===== config.mk =====
export PLATFORM = sky130hd
export DESIGN_NAME = spc_serial_port
export DESIGN_NICKNAME = d
export VERILOG_FILES = /design/src/hdl/spc_pkg.sv /design/src/hdl/spc_serial_port.sv /design/src/hdl/spc_baud_gen.sv
export VERILOG_INCLUDE_DIRS = /design/src /design/src/hdl
export SDC_FILE = /design/constraint.sdc
export NUM_CORES = 1
export LEC_CHECK = 0
export ABC_AREA = 1
export BUFFER_PORTS_ARGS = -buffer_cell sky130_fd_sc_hd__buf_4
export CORE_ASPECT_RATIO = 0.8
export CORE_MARGIN = 3
export CORE_UTILIZATION = 62
export DETAILED_ROUTE_END_ITERATION = 8
export PLACE_DENSITY = 0.83
export SLEW_MARGIN = 20
export SYNTH_ARGS = -nofsm -noshare
export SYNTH_HDL_FRONTEND = slang
export SYNTH_HIERARCHICAL = 1
export SYNTH_SLANG_ARGS = --single-unit

===== constraint.sdc =====
create_clock -name clk_sys -period 3.34 [get_ports clk_sys]
set_input_delay 0.167 -clock clk_sys [delete_from_list [all_inputs] [get_ports clk_sys]]
set_output_delay 0.167 -clock clk_sys [all_outputs]
set_load 0.03 [all_outputs]

===== src/hdl/spc_cfg.svh =====
`ifndef SPC_CFG_SVH
`define SPC_CFG_SVH
// register offsets
`define SPC_ADDR_CTRL    8'h00
`define SPC_ADDR_PRESET  8'h04
`define SPC_ADDR_TXDATA  8'h08
`define SPC_ADDR_RXDATA  8'h0c
`define SPC_ADDR_STATUS  8'h10
`define SPC_ADDR_LASTRSP 8'h14
`define SPC_ADDR_ERRQ    8'h18
`define SPC_ADDR_ERRPUSH 8'h1c
// control field positions
`define SPC_CTRL_ECHO    0
`define SPC_CTRL_FLOW_CONTROL_SETTING    1
`define SPC_CTRL_PAR_LO  2
`define SPC_CTRL_PAR_HI  3
`define SPC_CTRL_BITS8   4
`define SPC_CTRL_STOP2   5
`define SPC_CTRL_BAUD_LO 6
`define SPC_CTRL_BAUD_HI 7
// factory defaults
`define SPC_DEF_ECHO     1'b1
`define SPC_DEF_FLOW_CONTROL_SETTING     1'b0
`define SPC_DEF_PAR      2'h0
`define SPC_DEF_BITS8    1'b1
`define SPC_DEF_STOP2    1'b0
`define SPC_DEF_BAUD     2'h2
// timing
`define SPC_CLK_HZ       10000000
`define SPC_DIV_1200     (`SPC_CLK_HZ / 1200)
`define SPC_DIV_2400     (`SPC_CLK_HZ / 2400)
`define SPC_DIV_9600     (`SPC_CLK_HZ / 9600)
`define SPC_DIV_19200    (`SPC_CLK_HZ / 19200)
// flow characters and error queue depth
`define SPC_XON          8'h11
`define SPC_XOFF         8'h13
`define SPC_ERRQ_DEPTH   4
`endif


===== src/hdl/spc_pkg.sv =====
`default_nettype none
package spc_pkg;
    typedef enum logic [1:0] {
        SPC_PAR_NONE = 2'b00,
        SPC_PAR_EVEN = 2'b01,
        SPC_PAR_ODD  = 2'b10,
        SPC_PAR_ONE  = 2'b11
    } spc_par_e;
    typedef enum logic [1:0] {
        SPC_BAUD_1200  = 2'b00,
        SPC_BAUD_2400  = 2'b01,
        SPC_BAUD_9600  = 2'b10,
        SPC_BAUD_19200 = 2'b11
    } spc_baud_e;
    typedef struct packed {
        spc_baud_e baud;
        logic      stop2;
        logic      bits8;
        spc_par_e  parity;
        logic      flow_control_setting;
        logic      echo;
    } spc_cfg_s;
    typedef struct packed {
        logic       addrErr;
        logic [7:0] data;
    } spc_rx_s;
endpackage
`default_nettype wire


===== src/hdl/spc_serial_port.sv =====
// Summary of operation
// [RULE_01] echo setting on: every received character is sent back out; characters with a framing or parity error are not echoed
// [RULE_02] echo setting reads as 0 for off, 1 for on
// [RULE_03] port preset turns echo on
// [RULE_04] settings kept across reset and system preset
// [RULE_05] flow control is XON pacing or none only
// [RULE_06] port preset selects no pacing
// [RULE_07] flow control reads back XON or none
// [RULE_08] rear port of two-port variant takes even, odd or none parity
// [RULE_09] other ports also take forced-one parity
// [RULE_10] port preset sets parity to none
// [RULE_11] parity on: 7 data plus parity; off: 8 data bits
// [RULE_12] ports without width choice force 7 bits with even/odd parity
// [RULE_13] parity reads back even, odd, none or forced-one
// [RULE_14] rear port of two-port variant selects 1 or 2 stop bits
// [RULE_15] rear port preset sets one stop bit
// [RULE_16] baud is 1200, 2400, 9600 or 19200; preset picks 9600
// [RULE_17] port preset is a one-shot loading all factory defaults
// [RULE_18] host sends setting changes over the addressed port itself
// [RULE_19] rear port preset honoured only when arriving on rear port
// [RULE_20] last sent response kept and returned on last-response query
// [RULE_21] error queue read pops oldest; kept only in last response
// [RULE_22] rear port of two-port variant selects 7 or 8 data bits
// [RULE_23] forced-one parity sends one and never flags parity errors
// [RULE_24] XON pacing: pause on 0x13, resume on 0x11
//
// Implementation choices: the register addresses and the plain strobed port.
`default_nettype none
`include "spc_cfg.svh"
module spc_serial_port #(
    parameter bit REAR_SELECTABLE = 1'b1
) (
    input  wire logic       clk_sys,
    input  wire logic       reset_n,
    input  wire logic [7:0] regAddr,
    input  wire logic [7:0] regWdata,
    input  wire logic       regWr,
    input  wire logic       regRd,
    input  wire logic       cmdOnThisPort,
    input  wire logic       serialRx,
    output logic [7:0]      regRdata,
    output logic            serialTx
);
    // ****************************************
    // configuration
    // ****************************************
    spc_pkg::spc_cfg_s cfg;
    spc_pkg::spc_par_e reqPar;
    logic              cfgWrite;
    logic              presetWrite;
    logic              parOn;
    logic              use8;
    logic              useStop2;

    assign cfgWrite    = regWr && regAddr == `SPC_ADDR_CTRL
                         && cmdOnThisPort; // RULE_18
    assign presetWrite = regWr && regAddr == `SPC_ADDR_PRESET
                         && cmdOnThisPort && regWdata[0]; // RULE_19
    assign reqPar = spc_pkg::spc_par_e'(
        regWdata[`SPC_CTRL_PAR_HI:`SPC_CTRL_PAR_LO]);

    // cfg has no reset term: stands in for non-volatile storage
    always_ff @(posedge clk_sys) begin // RULE_04
        if (presetWrite) begin // RULE_17
            cfg.echo   <= `SPC_DEF_ECHO; // RULE_03
            cfg.flow_control_setting   <= `SPC_DEF_FLOW_CONTROL_SETTING; // RULE_06
            cfg.parity <= spc_pkg::spc_par_e'(`SPC_DEF_PAR); // RULE_10
            cfg.bits8  <= `SPC_DEF_BITS8;
            cfg.stop2  <= `SPC_DEF_STOP2; // RULE_15
            cfg.baud   <= spc_pkg::spc_baud_e'(`SPC_DEF_BAUD); // RULE_16
        end else if (cfgWrite) begin
            cfg.echo <= regWdata[`SPC_CTRL_ECHO];
            cfg.flow_control_setting <= regWdata[`SPC_CTRL_FLOW_CONTROL_SETTING]; // RULE_05
            if (!(REAR_SELECTABLE && reqPar == spc_pkg::SPC_PAR_ONE)) begin
                cfg.parity <= reqPar; // RULE_08 RULE_09
            end
            if (REAR_SELECTABLE) begin
                cfg.bits8 <= regWdata[`SPC_CTRL_BITS8]; // RULE_22
                cfg.stop2 <= regWdata[`SPC_CTRL_STOP2]; // RULE_14
            end
            cfg.baud <= spc_pkg::spc_baud_e'(
                regWdata[`SPC_CTRL_BAUD_HI:`SPC_CTRL_BAUD_LO]); // RULE_16
        end
    end

    assign parOn    = cfg.parity != spc_pkg::SPC_PAR_NONE;
    // fixed-width ports follow parity; rear port uses its own width only while parity is none
    assign use8     = REAR_SELECTABLE ? (cfg.bits8 && !parOn)
                                      : !parOn; // RULE_11 RULE_12
    assign useStop2 = REAR_SELECTABLE && cfg.stop2;

    function automatic logic parBit(input logic [6:0] d,
                                    input spc_pkg::spc_par_e p);
        case (p)
            spc_pkg::SPC_PAR_EVEN: parBit = ^d;
            spc_pkg::SPC_PAR_ODD:  parBit = ~^d;
            default:               parBit = 1'b1; // RULE_23
        endcase
    endfunction

    // ****************************************
    // receiver
    // ****************************************
    logic       rxMeta;
    logic       rxSync;
    logic       rxBusy;
    logic [3:0] rxIdx;
    logic [8:0] rxShift;
    logic       rxTick;
    logic       rxHalf;
    logic       rxStart;
    logic       rxDone;
    logic [3:0] rxLast;
    logic [7:0] rxChar;
    logic       rxParErr;
    logic       rxFrameErr;
    logic [7:0] rxData;
    logic       rxValid;
    logic [7:0] rxPay;
    logic       rxErrNow;

    always_ff @(posedge clk_sys) begin
        rxMeta <= serialRx;
        rxSync <= rxMeta;
    end

    assign rxStart = !rxBusy && !rxSync;
    assign rxLast  = 4'd8; // data bits plus parity slot always 8
    spc_baud_gen rxBaud (
        .clk_sys  (clk_sys),
        .reset_n  (reset_n),
        .restart  (rxStart),
        .baud     (cfg.baud),
        .tick     (rxTick),
        .halfTick (rxHalf)
    );

    // samples at bit centres: index 0 start, 1..8 payload, 9 stop
    always_ff @(posedge clk_sys) begin
        if (!reset_n) begin
            rxBusy  <= 1'b0;
            rxIdx   <= 4'h0;
            rxShift <= 9'h0;
        end else if (rxStart) begin
            rxBusy <= 1'b1;
            rxIdx  <= 4'h0;
        end else if (rxBusy && rxHalf) begin
            if (rxIdx == 4'h0 && rxSync) begin
                rxBusy <= 1'b0;
            end else begin
                rxShift <= {rxSync, rxShift[8:1]};
                rxIdx   <= rxIdx + 4'h1;
                if (rxIdx == rxLast + 4'h1) begin
                    rxBusy <= 1'b0;
                end
            end
        end
    end

    assign rxDone = rxBusy && rxHalf && rxIdx == rxLast + 4'h1;
    // stop not yet shifted in at rxDone: payload sits above the start bit
    assign rxPay  = rxShift[8:1];
    assign rxChar = use8 ? rxPay : {1'b0, rxPay[6:0]}; // RULE_11
    assign rxParErr = parOn && cfg.parity != spc_pkg::SPC_PAR_ONE
        && rxPay[7] != parBit(rxPay[6:0], cfg.parity); // RULE_23
    assign rxErrNow = !rxSync || rxParErr;

    always_ff @(posedge clk_sys) begin
        if (!reset_n) begin
            rxData     <= 8'h0;
            rxValid    <= 1'b0;
            rxFrameErr <= 1'b0;
        end else if (rxDone) begin
            rxData     <= rxChar;
            rxValid    <= 1'b1;
            rxFrameErr <= rxErrNow;
        end else if (regRd && regAddr == `SPC_ADDR_RXDATA) begin
            rxValid <= 1'b0;
        end
    end

    // ****************************************
    // pacing and echo
    // ****************************************
    logic paused;
    logic echoPend;

    always_ff @(posedge clk_sys) begin
        if (!reset_n || !cfg.flow_control_setting) begin
            paused <= 1'b0;
        end else if (rxDone && rxChar == `SPC_XOFF) begin
            paused <= 1'b1; // RULE_24
        end else if (rxDone && rxChar == `SPC_XON) begin
            paused <= 1'b0; // RULE_24
        end
    end

    // ****************************************
    // transmitter
    // ****************************************
    logic       txBusy;
    logic [3:0] txIdx;
    logic [3:0] txEnd;
    logic [8:0] txFrame;
    logic [7:0] txPend;
    logic       txPendValid;
    logic       txTick;
    logic       txLoad;
    logic [7:0] echoChar;
    logic [7:0] lastResp;
    logic [7:0] errHead;
    logic       txWrite;

    assign txEnd   = useStop2 ? 4'd10 : 4'd9;
    assign txLoad  = !txBusy && (echoPend || txPendValid) && !paused;
    assign txWrite = regWr && regAddr == `SPC_ADDR_TXDATA && !txPendValid;

    always_ff @(posedge clk_sys) begin
        if (!reset_n) begin
            echoPend <= 1'b0;
            echoChar <= 8'h0;
        end else if (rxDone && cfg.echo && !rxErrNow) begin
            echoPend <= 1'b1; // RULE_01
            echoChar <= rxChar;
        end else if (txLoad) begin
            echoPend <= 1'b0;
        end
    end

    always_ff @(posedge clk_sys) begin
        if (!reset_n) begin
            txPend      <= 8'h0;
            txPendValid <= 1'b0;
        end else if (txWrite) begin
            txPend      <= regWdata;
            txPendValid <= 1'b1;
        end else if (txLoad && !echoPend) begin
            txPendValid <= 1'b0;
        end
    end

    // last response: every software-sent item is remembered
    always_ff @(posedge clk_sys) begin
        if (!reset_n) begin
            lastResp <= 8'h0;
        end else if (txWrite) begin
            lastResp <= regWdata; // RULE_20
        end else if (regRd && regAddr == `SPC_ADDR_ERRQ) begin
            lastResp <= errHead; // RULE_21
        end
    end

    spc_baud_gen txBaud (
        .clk_sys  (clk_sys),
        .reset_n  (reset_n),
        .restart  (txLoad),
        .baud     (cfg.baud),
        .tick     (txTick),
        .halfTick ()
    );

    function automatic logic [8:0] frameOf(input logic [7:0] c);
        frameOf = use8 ? {1'b1, c}
                       : {1'b1, parBit(c[6:0], cfg.parity), c[6:0]}; // RULE_11
    endfunction

    // start bit driven on load; busy holds through the last stop bit
    always_ff @(posedge clk_sys) begin
        if (!reset_n) begin
            txBusy   <= 1'b0;
            txIdx    <= 4'h0;
            txFrame  <= 9'h1ff;
            serialTx <= 1'b1;
        end else if (txLoad) begin
            txBusy   <= 1'b1;
            txIdx    <= 4'h0;
            txFrame  <= frameOf(echoPend ? echoChar : txPend);
            serialTx <= 1'b0;
        end else if (txBusy && txTick) begin
            txIdx <= txIdx + 4'h1;
            if (txIdx == txEnd) begin
                txBusy <= 1'b0; // RULE_14
            end
            serialTx <= txIdx < 4'd8 ? txFrame[txIdx[2:0]] : 1'b1;
        end
    end

    // ****************************************
    // error queue
    // ****************************************
    logic [7:0] errMem [`SPC_ERRQ_DEPTH];
    logic [1:0] errRd;
    logic [1:0] errWr;
    logic [2:0] errCount;
    logic       errPush;
    logic       errPop;

    assign errHead = errCount == 3'h0 ? 8'h0 : errMem[errRd];
    assign errPush = regWr && regAddr == `SPC_ADDR_ERRPUSH
                     && errCount != 3'(`SPC_ERRQ_DEPTH);
    assign errPop  = regRd && regAddr == `SPC_ADDR_ERRQ && errCount != 3'h0;

    always_ff @(posedge clk_sys) begin
        if (errPush) begin
            errMem[errWr] <= regWdata;
        end
    end

    always_ff @(posedge clk_sys) begin
        if (!reset_n) begin
            errRd    <= 2'h0;
            errWr    <= 2'h0;
            errCount <= 3'h0;
        end else begin
            if (errPush) begin
                errWr <= errWr + 2'h1;
            end
            if (errPop) begin
                errRd <= errRd + 2'h1; // RULE_21
            end
            errCount <= errCount + 3'(errPush) - 3'(errPop);
        end
    end

    // ****************************************
    // read port
    // ****************************************
    always_ff @(posedge clk_sys) begin
        if (!reset_n) begin
            regRdata <= 8'h0;
        end else if (!regRd) begin
            regRdata <= 8'h0;
        end else if (regAddr == `SPC_ADDR_CTRL) begin
            regRdata <= {cfg.baud, useStop2, use8, cfg.parity,
                         cfg.flow_control_setting, cfg.echo}; // RULE_02 RULE_07 RULE_13
        end else if (regAddr == `SPC_ADDR_RXDATA) begin
            regRdata <= rxData;
        end else if (regAddr == `SPC_ADDR_STATUS) begin
            regRdata <= {2'h0, errCount == 3'h0, paused, rxFrameErr,
                         txPendValid, txBusy, rxValid};
        end else if (regAddr == `SPC_ADDR_LASTRSP) begin
            regRdata <= lastResp; // RULE_20
        end else if (regAddr == `SPC_ADDR_ERRQ) begin
            regRdata <= errHead;
        end else begin
            regRdata <= 8'h0;
        end
    end
endmodule // spc_serial_port
`default_nettype wire


===== src/hdl/spc_baud_gen.sv =====
`default_nettype none
`include "spc_cfg.svh"
module spc_baud_gen (
    input  wire logic              clk_sys,
    input  wire logic              reset_n,
    input  wire logic              restart,
    input  wire spc_pkg::spc_baud_e baud,
    output logic                   tick,
    output logic                   halfTick
);
    logic [13:0] count;
    logic [13:0] period;

    always_comb begin
        case (baud)
            spc_pkg::SPC_BAUD_1200: period = 14'(`SPC_DIV_1200);
            spc_pkg::SPC_BAUD_2400: period = 14'(`SPC_DIV_2400);
            spc_pkg::SPC_BAUD_9600: period = 14'(`SPC_DIV_9600);
            default:                period = 14'(`SPC_DIV_19200);
        endcase
    end

    always_ff @(posedge clk_sys) begin
        if (!reset_n || restart || tick) begin
            count <= 14'h0;
        end else begin
            count <= count + 14'h1;
        end
    end

    assign tick     = (count == period - 14'h1);
    assign halfTick = (count == (period >> 1));
endmodule // spc_baud_gen
`default_nettype wire


==> results of run 1 <==
-- per-layer routing --
metal | vias up | routed length [um]
met1 | 3027 | 8440
met5 | - | 0
li1 | 3433 | -
met3 | 36 | 1120
met4 | 0 | 399
met2 | 214 | 8030
-- stage by stage --
| stage | util [%] | setup slack [ns] | total power (uW) | hold slack (ns) | cell area, um2 |
|---|---|---|---|---|---|
| 2_1_floorplan | - | 1.00 | 2040 | 0.195 | 7830 |
| 3_3_place_gp | 66.4 | 0.780 | 2090 | 0.273 | 8140 |
| 3_5_place_dp | 66.4 | 0.608 | 2100 | 0.273 | 8140 |
| 4_1_cts | 71.9 | 0.586 | 3980 | 0.0483 | 8810 |
| 5_1_grt | 71.9 | 0.257 | 4080 | 0.0899 | 8810 |
| 6_report | 71.9 | 0.547 | 3960 | 0.0667 | 8810 |
-- sequential cells by signal (all words and copies together) (netlist names), 3 cells and up, named ones only --
signal	count
rxData	8
rxShift	8
errMem	32
rxIdx	4
lastResp	8
txPend	8
txIdx	4
regRdata	8
txFrame	8
echoChar	8
errCount	3
txBaud/count	14
cfg	7
rxBaud/count	14
-- worst register-to-register path, delay by kind of cell, from the launching register on --
kind	cells	cell delay, ns
DFF	1	0.62
AOI/OAI and AO/OA	2	0.28
buffers and inverters	3	0.26
adders and majority gates	1	0.32
and+or+nand+nor	9	1.25
-- power by group --
part	switching (uW)	leakage, uW	total, uW	internal (uW)
logic	111	0.00215	177	66.1
clock network	782	0.000279	1890	1100
registers	19.9	0.00125	1890	1870
total	913	0.00368	3960	3040
-- final cells by class --
type / count / area (um2) / share of cell area, %
clock inverters: 14 / 150 / 1.70
multi-input cells: 709 / 3730 / 42.3
clock buffers: 18 / 429 / 4.87
repair buffers: 42 / 338 / 3.84
inverters: 161 / 604 / 6.86
flip-flops and latches: 151 / 3340 / 38.0
well taps: 171 / 214 / 2.43
-- worst paths after layout --
check / from / endpoint / slack (ns) / cells after the start
max: cfg[7]$_SDFFE_PP1P_ / echoChar[7]$_SDFFE_PN0P_ / 0.55 / 15
min: regRd / rxValid$_SDFFE_PN0P_ / 0.07 / 4
max reg2reg: cfg[7]$_SDFFE_PP1P_ / echoChar[7]$_SDFFE_PN0P_ / 0.55 / 15
min reg2reg: rxMeta$_DFF_P_ / rxSync$_DFF_P_ / 0.33 / 0
-- timing repair --
item                      4_1_cts  5_1_grt
hold endpoints to repair       33        0
gates resized for setup         0        0
hold buffers                    9        0
==> results_dict.tcl, run 1 <==
set metrics [dict create \
    status "finished, final reports clean" \
    synth.avg_cell_area_um2 7.46 \
    final_cell_mix "nand2_1 (247), inv_1 (148), dfxtp_1 (119)" \
    antenna_found_initial 0 \
    cp_num_buf_inv 3 \
    cts_setup_buffers 0 \
    grt_usage_pct 26.6 \
    io_buffer_count 30 \
    crit_slowest_cell "dfxtp_1" \
    initialDrtViolationCount 535 \
    layout_commonest_cell "nand2_1" \
    grt_max_degree 46 \
    power.density_nw_per_um2 449 \
    final_layout_size_suffix_gt1_share_pct 10.7 \
    cts_buffers 17 \
    fillers 998 \
    critical_path_class "reg2reg" \
    clock_sinks 151 \
    slew_viol_final 0 \
    gr-usage-met2_pct 41.2 \
    met1_usage_pct 36.6 \
    initial_utilization_pct 63.9 \
    wl_per_cell_um 14.2 \
    crit_path_frequent_cell "nand2_1" \
    grt_pass1_wl_um 29800 \
    vias 6710 \
    netlist_area_um2 7830 \
    arrival_ns 3.15 \
    cts_tree "done" \
    rows 36 \
    rsz0062_at_grt "no" \
    grt_pass1_vias 6080 \
    worstPathMaxFanout 13 \
    clk_pin_slew_ns 0.06 \
    clockRootBuffer "clkbuf_16" \
    required_ns 3.70 \
    end_kind "flop" \
    leakage_uw 0.00368 \
    setup_tns_ns 0 \
    placed_cells 1225 \
    final_nets 1136 \
    slew_headroom_pct 49.2 \
    holdCritPathClass "in2reg" \
    syn_inst 1050 \
    busiest_layer "met2" \
    slowest_delay_ns 0.62 \
    viasPerCell 5.30 \
    use_met3_pct 6.20 \
    dp_hpwl_um 12700 \
    gr-total-overflow 0 \
    fmax_mhz 358 \
    dieArea_um2 14000 \
    final_cells 1266 \
    fin_worst_skew_ns 0.00927 \
    min_period_ns 2.79 \
    drc 0 \
    crit_family "simple AND/OR/NAND/NOR gates" \
    diodes 0 \
    die_w_um 132 \
    synth_nets 1104 \
    ys_warn_count 6 \
    cp-start-kind "flop" \
    die_height_um 107 \
    worst_slew_pin_slew_ns 0.759 \
    drt-pass1-iter-count 6 \
    min_period_over_period_pct 83.6 \
    wl_um 18000 \
    core_um2 12300 \
    clockBufferDepth 2 \
    setup_viol 0 \
    insertion_delay_ns 0.43 \
    ctsHtreeMaxLevel 4 \
    cap_violations 0 \
    hold_viol_final 0 \
    io_pins 31 \
    area_growth_pct 12.5 \
    gp_congestion 0.904 \
    crit_chain "inv_1, ha_1, a22oi_1, o21ai_0, nor2_1, nand2_1, nor2_1, nand2_1, inv_2, nand2_1, nor2_2, nand3_4, nand2_1, inv_1, nor2_1" \
    drtAntennaViolNets 0 \
    ir_drop_mv 0.453 \
]
(Power assumes the default switching activity.)
==> inputs of run 2 (changes only) <==
Clock period 3.34 ns to 2.67 ns, I/O delays scaled along.
==> results_dict.tcl, run 2 (synthesized netlist as in run 1, its figures left out) <==
set metrics [dict create \
    status "finished, final reports clean" \
    io_buffer_count 30 \
    top_regs "errMem x32, rxBaud/count x14, txBaud/count x14" \
    dieArea_um2 14000 \
    setup_tns_ns 0 \
    leakage_uw 0.00374 \
    initialDrtViolationCount 658 \
    fin_worst_skew_ns 0.00658 \
    hold_viol_final 0 \
    final_cell_mix "nand2_1 (247), inv_1 (148), dfxtp_1 (118)" \
    grt_pass1_wl_um 30400 \
    core_um2 12300 \
    final_nets 1143 \
    required_ns 3.03 \
    drt-pass1-iter-count 7 \
    design_area_um2 8940 \
    largest_reg_flops 32 \
    min_period_ns 2.49 \
    cap_violations 0 \
    io_pins 31 \
    rsz0062_at_grt "no" \
    antenna_found_initial 0 \
    end_kind "flop" \
    clockRootBuffer "clkbuf_16" \
    wl_um 18000 \
    worst_slew_pin_slew_ns 0.799 \
    min_period_over_period_pct 93.4 \
    diodes 0 \
    drtAntennaViolNets 0 \
    area_growth_pct 14.1 \
    final_layout_size_suffix_gt1_share_pct 11.6 \
    drc 0 \
    insertion_delay_ns 0.43 \
    vias 6791 \
    critical_path_class "reg2reg" \
    power.density_nw_per_um2 573 \
    viasPerCell 5.33 \
    dp_hpwl_um 12700 \
    placed_area_um2 8180 \
    cp-start-kind "flop" \
    clock_sinks 151 \
    ir_drop_mv 0.571 \
    gp_congestion 0.942 \
    grt_usage_pct 26.8 \
    cts_buffers 17 \
    clk_pin_slew_ns 0.06 \
    die_w_um 132 \
    slew_viol_final 0 \
    cts_tree "done" \
    rows 36 \
    worstPathMaxFanout 7 \
    die_height_um 107 \
    grt_pass1_vias 6286 \
    gr-total-overflow 0 \
    slew_headroom_pct 46.6 \
    utilization_pct 72.9 \
    wl_per_cell_um 14.2 \
    initial_utilization_pct 63.9 \
    setup_viol 0 \
    arrival_ns 2.85 \
    top_register "errMem" \
    fmax_mhz 401 \
    ctsHtreeMaxLevel 4 \
    layout_commonest_cell "nand2_1" \
    holdCritPathClass "in2reg" \
    clockBufferDepth 2 \
    grt_max_degree 46 \
]
[run 2: power breakdown]
group / leakage (uW) / total, uW / internal, uW / switching, uW
sequential: 0.00125 / 2370 / 2340 / 20.6
clock: 0.000309 / 2530 / 1550 / 979
combinational: 0.00219 / 228 / 85.0 / 143
[run 2: worst max-delay path, cell delays in order (launching register included)]
cell	delay, ns
dfxtp_1	0.42
inv_1	0.08
nand3b_1	0.16
inv_1	0.17
nor2_2	0.18
ha_1	0.25
inv_1	0.06
ha_1	0.13
inv_1	0.05
fa_1	0.37
xor2_1	0.22
o21ai_0	0.14
a21oi_1	0.17
[run 2: per-stage QoR]
stage / cells / total power (uW) / setup WS (ns) / hold WS (ns)
after CTS: 1272 / 5140 / 0.160 / 0.0235
after global placement: 1231 / 2620 / 0.287 / 0.239
after detailed placement: 1231 / 2630 / 0.199 / 0.240
after floorplan: 1050 / 2550 / 0.334 / 0.161
final: 1273 / 5120 / 0.177 / 0.0249
after global routing: 1273 / 5270 / 0.00610 / 0.0669
[run 2: cell type report]
cell class                      instances  area [um2]
Fill cell                             998        3320
Clock inverter                         11         131
Inverter                              161         604
Multi-Input combinational cell        709        3740
Sequential cell                       151        3340
Timing Repair Buffer                   49         403
Tap cell                              171         214
Clock buffer                           21         503
[run 2: layer usage]
metal,routed length [um],share of wire (%),GRT usage [%],vias to the layer above
li1,-,-,-,3447
met4,275,1.5,8.32,0
met2,8150,45,43.1,232
met1,8330,46,36.5,3080
met3,1270,7.0,5.68,32
met5,0,0,0,-
[run 2: path summary, 6_finish.rpt]
| kind | depth (start not counted) | slack, ns | to | startpoint |
|---|---|---|---|---|
| setup / recovery | 12 | 0.18 | errCount[2]$_SDFF_PN0_ | errCount[1]$_SDFF_PN0_ |
| hold / removal | 4 | 0.02 | rxValid$_SDFFE_PN0P_ | regRd |
| setup reg to reg | 12 | 0.18 | errCount[2]$_SDFF_PN0_ | errCount[1]$_SDFF_PN0_ |
| hold reg to reg | 0 | 0.36 | rxSync$_DFF_P_ | rxMeta$_DFF_P_ |
[run 2: what timing repair did]
item	CTS	global route
endpoints found under the hold margin	35	0
hold buffers	9	0
endpoints found under the setup margin	0	10
gates resized for setup	0	3
setup buffers	0	1
==> inputs of run 3 (changes only) <==
Settings changed: ABC_AREA 1 to unset, CAP_MARGIN set to 20.
==> results_dict.tcl, run 3 <==
set metrics [dict create \
    slew_headroom_pct 59.0 \
    initial_utilization_pct 65.1 \
    wl_um 17400 \
    multi_input_area_um2 3620 \
    end_kind "flop" \
    io_buffer_count 30 \
    min_period_over_period_pct 95.8 \
    insertion_delay_ns 0.42 \
    dp_hpwl_um 11800 \
    initialDrtViolationCount 784 \
    clock_sinks 151 \
    largest_reg_flops 32 \
    utilization_pct 74.7 \
    fmax_mhz 391 \
    drc 0 \
    ctsHtreeMaxLevel 4 \
    antenna_found_initial 0 \
    power.density_nw_per_um2 616 \
    gp_congestion 0.952 \
    core_um2 11100 \
    fillers 731 \
    wl_per_cell_um 18.8 \
    dieArea_um2 13000 \
    ir_drop_mv 0.456 \
    seqCellArea_um2 3350 \
    cap_violations 0 \
    drt-pass1-iter-count 7 \
    diodes 0 \
    cp-start-kind "flop" \
    drtAntennaViolNets 0 \
    final_cell_mix "dfxtp_1 (116), nor2_1 (75), nand2_1 (74)" \
    grt_pass1_vias 5674 \
    layout_commonest_cell "dfxtp_1" \
    hold_viol_final 0 \
    required_ns 2.95 \
    syn_inst 734 \
    final_layout_size_suffix_gt1_share_pct 14.7 \
    rows 34 \
    cts_buffers 17 \
    cts_tree "done" \
    holdCritPathClass "in2reg" \
    placed_area_um2 7530 \
    slowest_delay_ns 0.40 \
    clockBufferDepth 2 \
    die_w_um 127 \
    area_growth_pct 14.7 \
    worstPathMaxFanout 7 \
    grt_usage_pct 27.9 \
    synth.avg_cell_area_um2 9.84 \
    slew_viol_final 0 \
    clockRootBuffer "clkbuf_16" \
    status "finished, final reports clean" \
    viasPerCell 6.30 \
    design_area_um2 8290 \
    grt_max_degree 51 \
    gr-total-overflow 0 \
    critical_path_class "reg2reg" \
    top_regs "errMem x32, rxBaud/count x14, txBaud/count x14" \
    final_nets 822 \
    worst_slew_pin_slew_ns 0.610 \
    grt_pass1_wl_um 28700 \
    leakage_uw 0.00310 \
    io_pins 31 \
    ys_warn_count 6 \
    netlist_area_um2 7230 \
    vias 5828 \
    min_period_ns 2.56 \
    crit_path_frequent_cell "nand4_1" \
    top_register "errMem" \
    setup_viol 0 \
    fin_worst_skew_ns 0.0118 \
    arrival_ns 2.84 \
    clk_pin_slew_ns 0.06 \
    crit_chain "inv_1, ha_1, xor2_1, nand4_1, nor2_2, and2_1, and4b_1, nand4_1, buf_4, o21ai_0, a21oi_1" \
    die_height_um 103 \
    crit_slowest_cell "dfxtp_2" \
    synth_nets 788 \
]
## run 3: worst paths after layout
kind | start | endpoint | slack, ns | cells past startpoint
setup / recovery | cfg[6]$_SDFFE_PP0P_ | echoChar[3]$_SDFFE_PN0P_ | 0.11 | 11
hold / removal | reset_n | txFrame[5]$_SDFFE_PN1P_ | 0.06 | 2
setup reg to reg | cfg[6]$_SDFFE_PP0P_ | echoChar[3]$_SDFFE_PN0P_ | 0.11 | 11
hold reg to reg | rxMeta$_DFF_P_ | rxSync$_DFF_P_ | 0.33 | 0
## run 3: timing repair
item / CTS / global route
hold buffers: 9 / 0
setup endpoints to repair: 9 / 32
buffers inserted: 0 / 2
gates resized for setup: 3 / 16
pin swaps: 1 / 4
hold endpoints to repair: 33 / 0
## run 3: worst max-delay path, delay by kind of cell (launching register included)
family / cells / cell delay, ns
AOI/OAI and AO/OA: 2 / 0.23
xor gates and xnor gates: 1 / 0.18
adders and majority gates: 1 / 0.32
buffers and inverters: 2 / 0.31
DFF: 1 / 0.40
and+or+nand+nor: 5 / 0.98
## run 3: routing by layer
metal	vias to the layer above	wire length (um)	track usage [%]
met5	-	0	0
met4	0	403	11.3
li1	2703	-	-
met3	44	1500	6.63
met2	315	8410	46.7
met1	2766	7100	35.5
## run 3: metrics by stage
stage	TNS [ns]	setup WS, ns	total power, uW	std cells	hold WS [ns]
floorplan	0	0.138	2520	734	0.161
global placement	0	0.184	2590	882	0.240
detailed placement	-0.0306	-0.0306	2600	882	0.243
CTS	0	0.00104	5110	923	0.0398
global route	-0.0408	-0.0170	5230	925	0.0576
finish	0	0.112	5110	925	0.0557
## run 3: layout make-up
| type | instances | area share (%) |
|---|---|---|
| clock buffer | 21 | 5.43 |
| timing repair buffer | 55 | 5.30 |
| inverter | 22 | 0.996 |
| multi-input combinational | 521 | 43.6 |
| clock inverter | 11 | 2.08 |
| sequential | 151 | 40.4 |
| tap | 144 | 2.17 |
## run 3: where the power goes
| part | switching, uW | leakage [uW] | internal (uW) |
|---|---|---|---|
| Clock | 936 | 0.000290 | 1590 |
| Sequential | 21.9 | 0.00125 | 2340 |
| Combinational | 129 | 0.00156 | 84.1 |
| Total | 1090 | 0.00310 | 4020 |
